<file path="src/ppmc_pkg.sv">
/*
  Package for the port pin mode control block: SFR offsets, field layout,
  reset values, mode encoding and the core-side access struct.
  Assumes an 8-bit SFR space addressed by the core.
*/
`default_nettype none
package ppmc_pkg;
  localparam logic [7:0] PPMC_P2_LOW_ADDR  = 8'hB1;
  localparam logic [7:0] PPMC_P2_HIGH_ADDR = 8'hB2;
  localparam logic [7:0] PPMC_P3_LOW_ADDR  = 8'hB3;
  localparam logic [7:0] PPMC_P3_HIGH_ADDR = 8'hB4;
  localparam logic [7:0] PPMC_MODE_RESET   = 8'h00;
  localparam int         PPMC_FIELD_W      = 2;
  localparam int         PPMC_P3_WR_PIN    = 6;
  localparam int         PPMC_P3_RD_PIN    = 7;

  typedef enum logic [1:0] {
    PPMC_PULLUP    = 2'h0,
    PPMC_PUSHPULL  = 2'h1,
    PPMC_OPENDRAIN = 2'h2,
    PPMC_INPUT     = 2'h3
  } ppmc_mode_e;

  typedef struct packed {
    logic       wr;
    logic       rd;
    logic [7:0] addr;
    logic [7:0] wdata;
  } ppmc_sfr_s;
endpackage
`default_nettype wire

</file>
<file path="src/ppmc_top.sv">
/*
  Port 2 / port 3 pin mode control: four mode SFRs and the pin drivers.
  Assumes the core presents one SFR access per cycle, synchronous to mclk,
  and supplies port latches, external memory address and strobes.
*/
`timescale 1ns/1ns
`default_nettype none
module ppmc_top
  import ppmc_pkg::*;
#(
  parameter int PINS = 8
)(
  input  wire logic            mclk,
  input  wire logic            rst,
  input  wire ppmc_sfr_s       sfr,
  output var  logic [7:0]      sfr_rdata,
  output var  logic            sfr_hit,
  input  wire logic            external_access_input,
  input  wire logic            port2_external_memory_select,
  input  wire logic            memory_access_control_bit1,
  input  wire logic [PINS-1:0] p2_latch,
  input  wire logic [PINS-1:0] p3_latch,
  input  wire logic [PINS-1:0] ext_addr_high,
  input  wire logic            ext_rd_n,
  input  wire logic            ext_wr_n,
  input  wire logic [PINS-1:0] p2_in,
  input  wire logic [PINS-1:0] p3_in,
  output var  logic [PINS-1:0] p2_out,
  output var  logic [PINS-1:0] p2_oe,
  output var  logic [PINS-1:0] p2_weak_pullup,
  output var  logic [PINS-1:0] p3_out,
  output var  logic [PINS-1:0] p3_oe,
  output var  logic [PINS-1:0] p3_weak_pullup,
  output var  logic [PINS-1:0] p2_pin_level,
  output var  logic [PINS-1:0] p3_pin_level
);

  logic [7:0] port2_low_pin_mode;
  logic [7:0] port2_high_pin_mode;
  logic [7:0] port3_low_pin_mode;
  logic [7:0] port3_high_pin_mode;
  logic       p2_ext;
  logic       p3_ext;

  // Field for pin n out of the low/high register pair
  // field lookup
  function automatic ppmc_mode_e pin_mode(input logic [7:0] lo,
                                          input logic [7:0] hi,
                                          input int         n);
    logic [15:0] both;
    both = {hi, lo};
    pin_mode = ppmc_mode_e'(both[n*PPMC_FIELD_W +: PPMC_FIELD_W]);
  endfunction

  // Select of each register
  function automatic logic hit(input logic [7:0] a,
                               input logic [7:0] r);
    hit = (a == r);
  endfunction

  function automatic logic mapped(input logic [7:0] a);
    mapped = hit(a, PPMC_P2_LOW_ADDR) || hit(a, PPMC_P2_HIGH_ADDR) ||
             hit(a, PPMC_P3_LOW_ADDR) || hit(a, PPMC_P3_HIGH_ADDR);
  endfunction

  // pad enable: push-pull always, pull-up and drain only low
  function automatic logic pad_oe(input ppmc_mode_e m, input logic latch);
    pad_oe = (m == PPMC_PUSHPULL) || ((m != PPMC_INPUT) && !latch);
  endfunction

  // pad data: only push-pull ever drives a high
  function automatic logic pad_out(input ppmc_mode_e m, input logic latch);
    pad_out = (m == PPMC_PUSHPULL) ? latch : 1'b0;
  endfunction

  always_ff @(posedge mclk or posedge rst)
  begin
    if (rst)
    begin
      port2_low_pin_mode  <= PPMC_MODE_RESET;
      port2_high_pin_mode <= PPMC_MODE_RESET;
      port3_low_pin_mode  <= PPMC_MODE_RESET;
      port3_high_pin_mode <= PPMC_MODE_RESET;
    end
    else if (sfr.wr)
    begin
      if (hit(sfr.addr, PPMC_P2_LOW_ADDR))
        port2_low_pin_mode <= sfr.wdata;
      if (hit(sfr.addr, PPMC_P2_HIGH_ADDR))
        port2_high_pin_mode <= sfr.wdata;
      if (hit(sfr.addr, PPMC_P3_LOW_ADDR))
        port3_low_pin_mode <= sfr.wdata;
      if (hit(sfr.addr, PPMC_P3_HIGH_ADDR))
        port3_high_pin_mode <= sfr.wdata;
    end
  end

  // Same-cycle write and read returns the old value
  // registered readback
  always_ff @(posedge mclk or posedge rst)
  begin
    if (rst)
    begin
      sfr_rdata <= 8'h00;
      sfr_hit   <= 1'b0;
    end
    else
    begin
      sfr_hit <= sfr.rd && mapped(sfr.addr);
      if (!sfr.rd)
        sfr_rdata <= 8'h00;
      else if (hit(sfr.addr, PPMC_P2_LOW_ADDR))
        sfr_rdata <= port2_low_pin_mode;
      else if (hit(sfr.addr, PPMC_P2_HIGH_ADDR))
        sfr_rdata <= port2_high_pin_mode;
      else if (hit(sfr.addr, PPMC_P3_LOW_ADDR))
        sfr_rdata <= port3_low_pin_mode;
      else if (hit(sfr.addr, PPMC_P3_HIGH_ADDR))
        sfr_rdata <= port3_high_pin_mode;
      else
        sfr_rdata <= 8'h00;
    end
  end

  // override: external fetch (access input low) or select bits
  assign p2_ext = !external_access_input || port2_external_memory_select;
  assign p3_ext = !external_access_input || memory_access_control_bit1 ||
                  port2_external_memory_select;

  generate
    for (genvar i = 0; i < PINS; i++)
    begin : g_pin
      ppmc_mode_e m2;
      ppmc_mode_e m3;
      logic       s3;
      logic       strobe;
      assign m2 = pin_mode(port2_low_pin_mode, port2_high_pin_mode, i);
      assign m3 = pin_mode(port3_low_pin_mode, port3_high_pin_mode, i);
      assign s3 = (i == PPMC_P3_RD_PIN) || (i == PPMC_P3_WR_PIN);
      assign strobe = (i == PPMC_P3_RD_PIN) ? ext_rd_n : ext_wr_n;

      // port 2 driver, address bus when external
      always_ff @(posedge mclk or posedge rst)
      begin
        if (rst)
        begin
          p2_out[i]         <= 1'b1;
          p2_oe[i]          <= 1'b0;
          p2_weak_pullup[i] <= 1'b1;
        end
        else if (p2_ext)
        begin
          p2_out[i]         <= ext_addr_high[i];
          p2_oe[i]          <= 1'b1;
          p2_weak_pullup[i] <= 1'b0;
        end
        else
        begin
          p2_out[i]         <= pad_out(m2, p2_latch[i]);
          p2_oe[i]          <= pad_oe(m2, p2_latch[i]);
          p2_weak_pullup[i] <= (m2 == PPMC_PULLUP);
        end
      end

      // Strobes win over latch and mode on pins 7 and 6 only
      // port 3 driver, strobes when external
      always_ff @(posedge mclk or posedge rst)
      begin
        if (rst)
        begin
          p3_out[i]         <= 1'b1;
          p3_oe[i]          <= 1'b0;
          p3_weak_pullup[i] <= 1'b1;
        end
        else if (p3_ext && s3)
        begin
          p3_out[i]         <= strobe;
          p3_oe[i]          <= 1'b1;
          p3_weak_pullup[i] <= 1'b0;
        end
        else
        begin
          p3_out[i]         <= pad_out(m3, p3_latch[i]);
          p3_oe[i]          <= pad_oe(m3, p3_latch[i]);
          p3_weak_pullup[i] <= (m3 == PPMC_PULLUP);
        end
      end
    end
  endgenerate

  // Pin level seen by the core, one cycle late
  always_ff @(posedge mclk or posedge rst)
  begin
    if (rst)
    begin
      p2_pin_level <= '1;
      p3_pin_level <= '1;
    end
    else
    begin
      p2_pin_level <= p2_in;
      p3_pin_level <= p3_in;
    end
  end

endmodule
`default_nettype wire

</file>
<file path="config.mk">
export PLATFORM = sky130hd
export DESIGN_NAME = ppmc_top
export DESIGN_NICKNAME = d
export VERILOG_FILES = /design/src/ppmc_pkg.sv /design/src/ppmc_top.sv
export SDC_FILE = /design/constraint.sdc
export NUM_CORES = 1
export LEC_CHECK = 0
export ABC_AREA = 0
export BUFFER_PORTS_ARGS = -buffer_cell sky130_fd_sc_hd__buf_2
export CELL_PAD_IN_SITES_DETAIL_PLACEMENT = 1
export CELL_PAD_IN_SITES_GLOBAL_PLACEMENT = 2
export CORE_ASPECT_RATIO = 0.5
export CORE_UTILIZATION = 35
export CTS_CLUSTER_SIZE = 20
export DETAILED_ROUTE_END_ITERATION = 12
export GPL_ROUTABILITY_DRIVEN = 0
export PLACE_DENSITY_LB_ADDON = 0.12
export SLEW_MARGIN = 5
export SYNTH_ARGS = -nofsm -noshare
export SYNTH_HDL_FRONTEND = slang
export SYNTH_SLANG_ARGS = --single-unit
</file>
<file path="constraint.sdc">
create_clock -name mclk -period 6.2 [get_ports mclk]
set_input_delay 1.86 -clock mclk [delete_from_list [all_inputs] [get_ports mclk]]
set_output_delay 1.86 -clock mclk [all_outputs]
set_load 0.03 [all_outputs]
</file>
# --- Yosys cells after proc, flatten, opt, wreduce, memory -nomap -nowiden ---
# Cells that the tools add are included.
word_totals:
  register_bits: 105
  inputBits: 65
  out_inout_bits: 73
classes:
  eq_ne: 36
  mux: 51
  n_reduce_logical: 76
op_table:
  columns: ["operator", "n"]
  rows:
  - ["2-to-1 mux 1 bit", 46]
  - ["2-to-1 mux 8 bit", 5]
  - ["equality test 2 x 1 -> 1 bit (second input constant)", 16]
  - ["equality test 8 bit (second input constant)", 4]
  - ["logical NOT 2 bit", 16]
  - ["!= test 2 bit (second input constant)", 16]
  - ["logical OR 1 bit", 22]
  - ["logical AND 1 bit", 17]
  - ["logical NOT 1 bit", 17]
  - ["AND reduction 2 bit", 4]

# --- Longest topological paths before layout ---
logic_depth:
  depth_word: 6
  ltp_mapped: 6

# --- Worst setup path before layout ---
# OpenSTA, ideal clock, no wires.
synth_path:
  path_kind: "input-to-reg"
  startpoint: "input sfr[10] (netlist bit)"
  endpoint: "register port2_low_pin_mode[0]"
  setup_time_ps: 125
  t_arrival_ps: 3177
  t_required_ps: 6075
  setup_slack_ps: 2898
  path_stages: 5
  path_buffers: 1
  path_cell_list: "or4b_4 > buf_6 > nor3_4 > nand2_4 > mux2_4"
synth_between:
  elab_chain_cells: 2
synth_lines:
  columns: ["element", "line", "text"]
  rows:
  - ["from (decl)", "ppmc_top.sv:15", "input wire ppmc_sfr_s sfr,"]
  - ["equality test 8 bit", "ppmc_top.sv:58", "hit = (a == r);"]
  - ["AND reduction 2 bit (no source line)", null, null]
  - ["to (signal assigned)", "ppmc_top.sv:88", "port2_low_pin_mode <= sfr.wdata;"]
  - ["to (decl)", "ppmc_top.sv:38", "logic [7:0] port2_low_pin_mode;"]
# Every way passes these cells.
# A chain may end at the register's enable or synchronous reset.

# --- Final worst setup path ---
layout_path:
  startpoint: "input sfr[10] (netlist bit)"
  endpoint: "register port3_low_pin_mode[7]"
layout_between:
  elab_chain_cells: 2
layout_lines:
  columns: ["element", "line", "text"]
  rows:
  - ["equality test 8 bit", "ppmc_top.sv:58", null]
  - ["AND reduction 2 bit (no source line)", null, null]
  - ["to (signal assigned)", "ppmc_top.sv:92", "port3_low_pin_mode <= sfr.wdata;"]
  - ["to (decl)", "ppmc_top.sv:40", "logic [7:0] port3_low_pin_mode;"]
# Every way passes these cells.

==> impl_metrics.json <==
{
  "run_status": "completed",
  "syn_nets": 369,
  "non_filler_instance_count_after_layout": 605,
  "setup.worst_path.class": "in2reg",
  "maxCapViolations": 0,
  "final.period_utilization_pct": 53.9,
  "grt_pass1_vias": 3081,
  "fillerInstances": 1257,
  "r2r_setup_slack_ps": 5130,
  "finalSetupTns_ps": 0,
  "synth.yosys.seq_area_share_pct": 63.6,
  "finalSetupViolCount": 0,
  "cts.reportedPaths.clkPinSlew_ps": 60,
  "cp_top_family": "simple AND/OR/NAND/NOR gates",
  "initial_utilization_pct": 37.1,
  "antenna_cells": 0,
  "ioPinCount": 138,
  "final_nets": 506,
  "initial_antenna_violation_count": 0,
  "overflow": 0,
  "dieArea_sq_um": 12500,
  "route.detailed.drc": 0,
  "placementRows": 27,
  "cts_buffer_count": 9,
  "clk_latency_ps": 340,
  "syn-mean-instance-area_sq_um": 13.9,
  "most_frequent_cells_in_the_layout": "137 x buf_2, 57 x dfrtp_1, 48 x dfstp_2, 37 x nand2_1, 16 x mux2_4",
  "seq_power_share_pct": 49.7,
  "fp.coreArea_sq_um": 11400,
  "clock-root-buffer": "clkbuf_16",
  "synth_top_flop_cell": "dfrtp_1",
  "finalHoldViolations": 0,
  "worst_path_max_delay_cell": "or4b_4",
  "regArea_sq_um": 2690,
  "syn_inst": 304,
  "hold_path_end": "p3_weak_pullup[3]$_DFF_PP1_",
  "dr.first_iter.drc_count": 68,
  "ctsResizeCount": 0,
  "max-slew-margin-rel_pct": 26.3,
  "port_bufs": 137,
  "swShare_pct": 24.3,
  "max-vdd-ir-drop_uv": 104,
  "detailroute.via_count": 2967,
  "routed_via_density": 4.90,
  "startpoint_type": "input pin",
  "area_occupied_by_multi_input_gates_sq_um": 1480,
  "achievable-frequency_mhz": 299,
  "ctsHoldBuffers": 0,
  "ys_warn_count": 0,
  "clock_tree.buffer_depth": 2,
  "grt.total_usage_pct": 18.3,
  "worst_slew_pin_slew_ps": 1100,
  "rsz0062_at_grt": "false",
  "lkg_pwr_nw": 2.50,
  "worst-endpoint-required_ps": 6420,
  "finalWorstPathRequiredPeriod_ps": 3340,
  "p_per_area_nw_per_um2": 281,
  "cts_tree": "yes",
  "critical_path.reg2reg.endpoint": "p3_oe[6]$_DFF_PP0_",
  "crit_chain": "buf_2 -> or4b_4 -> nor2_4 -> nand4_4 -> mux2_4",
  "tritoncts_num_sinks": 105,
  "post_drt_wl_per_cell_um": 17.7,
  "number_of_enable_type_register_cells_in_the_synthesized_netlist": 0,
  "layout-area-overhead-vs-synth_pct": 27.6,
  "crit_buf_inv": 1,
  "dieHeight_um": 79.7,
  "critPathMaxFanout": 12,
  "synth-seq-cells": 105,
  "timing.hold.worst.class": "reg2reg",
  "clock_tree.htree_level_count": 3,
  "clock_skew_ps": 6.73,
  "pin_count_of_the_biggest_net_entering_global_routing": 54,
  "fraction_of_registers_with_async_set_reset_pct": 100,
  "post-place-cells": 589,
  "min_delay_path_depth": 1,
  "layout.cells.most_common": "buf_2",
  "power_mw": 1.51,
  "power.clock.fraction_pct": 39.8,
  "netSwitchingPower_uw": 368,
  "drive_above_1_share_pct": 53.4,
  "timing.critical_path.from": "sfr[10]",
  "totalWireLength_um": 10700,
  "power.share.combinational_pct": 10.5,
  "synth.cell_area_sq_um": 4230,
  "cts.repair_timing.setup_buffer_count": 0,
  "first_pass_grt_wire_length_um": 17100,
  "cell_internal_pwr_mw": 1.14,
  "maxSlewViolCount": 0,
  "synth.lib_cells_used.distinct": 42,
  "critical_path.max_stage_delay_ps": 660,
  "place.detailed.hpwl_um": 8220,
  "chipWidth_um": 157,
  "critical_path_data_arrival_time_ps": 3560,
  "drt_pass_1_iters": 4,
  "worstRegToRegCells": 2,
  "min-delay-start": "port3_low_pin_mode[6]$_DFFE_PP0P_",
  "number_of_routed_nets_with_antenna_violations": 0,
  "setup.worst_path.end_class": "flip-flop",
  "worstReg2RegStart": "port3_high_pin_mode[4]$_DFFE_PP0P_"
}
==> cells by family (layout without fill, tap and decap cells) <==
kind of cell,count (synthesis),count (layout),synth area share (%)
flip-flops,105,105,63.6
AND/OR/NAND/NOR,97,97,13.1
multiplexers,48,48,14.0
AO/OA/AOI/OAI,40,40,7.76
buffers and inverters,13,155,1.39
XOR/XNOR,1,1,0.207
==> per-stage QoR <==
| step | util (%) | hold WS [ps] | worst slack, ps | instance area, sq um |
|---|---|---|---|---|
| 6_report | 47.4 | 484 | 2860 | 5390 |
| 5_1_grt | 47.4 | 517 | 2790 | 5390 |
| 4_1_cts | 47.4 | 491 | 2850 | 5390 |
| 3_5_place_dp | 44.5 | 480 | 2500 | 5070 |
| 3_3_place_gp | 44.5 | 465 | 2570 | 5070 |
| 2_1_floorplan | - | 405 | 1660 | 4230 |
==> cell usage after synthesis (2+ instances only) <==
cell	count	area, sq um
or3_1	3	18.8
a21boi_0	8	60.1
o21ai_0	10	50.1
buf_2	2	10.0
mux2i_1	8	80.1
clkbuf_1	6	22.5
nand2_1	37	139
a21boi_1	8	60.1
and3b_1	2	17.5
mux2_4	16	240
nor4_1	2	12.5
nand2b_1	3	18.8
o31ai_1	3	22.5
dfstp_2	48	1260
o221a_1	8	90.1
nand4b_1	5	43.8
nand3_1	8	40.0
and4_1	2	17.5
mux2_2	11	124
buf_1	3	11.3
nor3_1	10	50.1
dfrtp_1	57	1430
mux2_1	13	146
nor2b_1	2	12.5
nor2_1	11	41.3
o41ai_1	2	17.5
==> cell type report <==
type	count	share of cell area, %
Inverter	1	0.116
Clock inverter	3	0.812
Timing Repair Buffer	138	12.9
Sequential cell	105	49.8
Tap cell	159	3.69
Clock buffer	13	5.22
Multi-Input combinational cell	186	27.5
==> registers in the layout, indices dropped and copies added, names as in the netlist <==
name	count
p2_out	8
p3_oe	8
p3_pin_level	8
p2_weak_pullup	8
port3_high_pin_mode	8
sfr_rdata	8
sfr_hit	1
p2_pin_level	8
p3_weak_pullup	8
port2_high_pin_mode	8
port2_low_pin_mode	8
p2_oe	8
p3_out	8
port3_low_pin_mode	8
==> worst max-delay path by stage <==
| stage | to | cells past startpoint |
|---|---|---|
| after CTS | port3_low_pin_mode[7]$_DFFE_PP0P_ | 5 |
| after global routing | port3_low_pin_mode[7]$_DFFE_PP0P_ | 5 |
| after detailed placement | port3_low_pin_mode[7]$_DFFE_PP0P_ | 5 |
| final | port3_low_pin_mode[7]$_DFFE_PP0P_ | 5 |
| after floorplan | p2_oe[0]$_DFF_PP0_ | 1 |
| after global placement | port3_low_pin_mode[6]$_DFFE_PP0P_ | 5 |
==> layer usage <==
metal / routed length (um) / track usage (%) / vias up
met5: 0 / 0 / -
met4: 56 / 2.91 / 0
met3: 669 / 5.16 / 7
met2: 5090 / 31.1 / 91
met1: 4910 / 23.7 / 1498
li1: - / - / 1371
==> power groups by stage <==
stage | clock network (mW) | logic [mW] | registers, mW
5_1_grt | 0.643 | 0.173 | 0.757
4_1_cts | 0.620 | 0.162 | 0.753
3_5_place_dp | 0 | 0.161 | 0.764
2_1_floorplan | 0 | 0.0529 | 0.804
3_3_place_gp | 0 | 0.157 | 0.762
6_report | 0.602 | 0.159 | 0.752
==> worst register-to-register path: stages, from the launching register on <==
cell and delay [ps]:
dfrtp_1 480, mux2i_1 150, or3_1 320
Note: power is estimated with default switching activity, not from simulation.
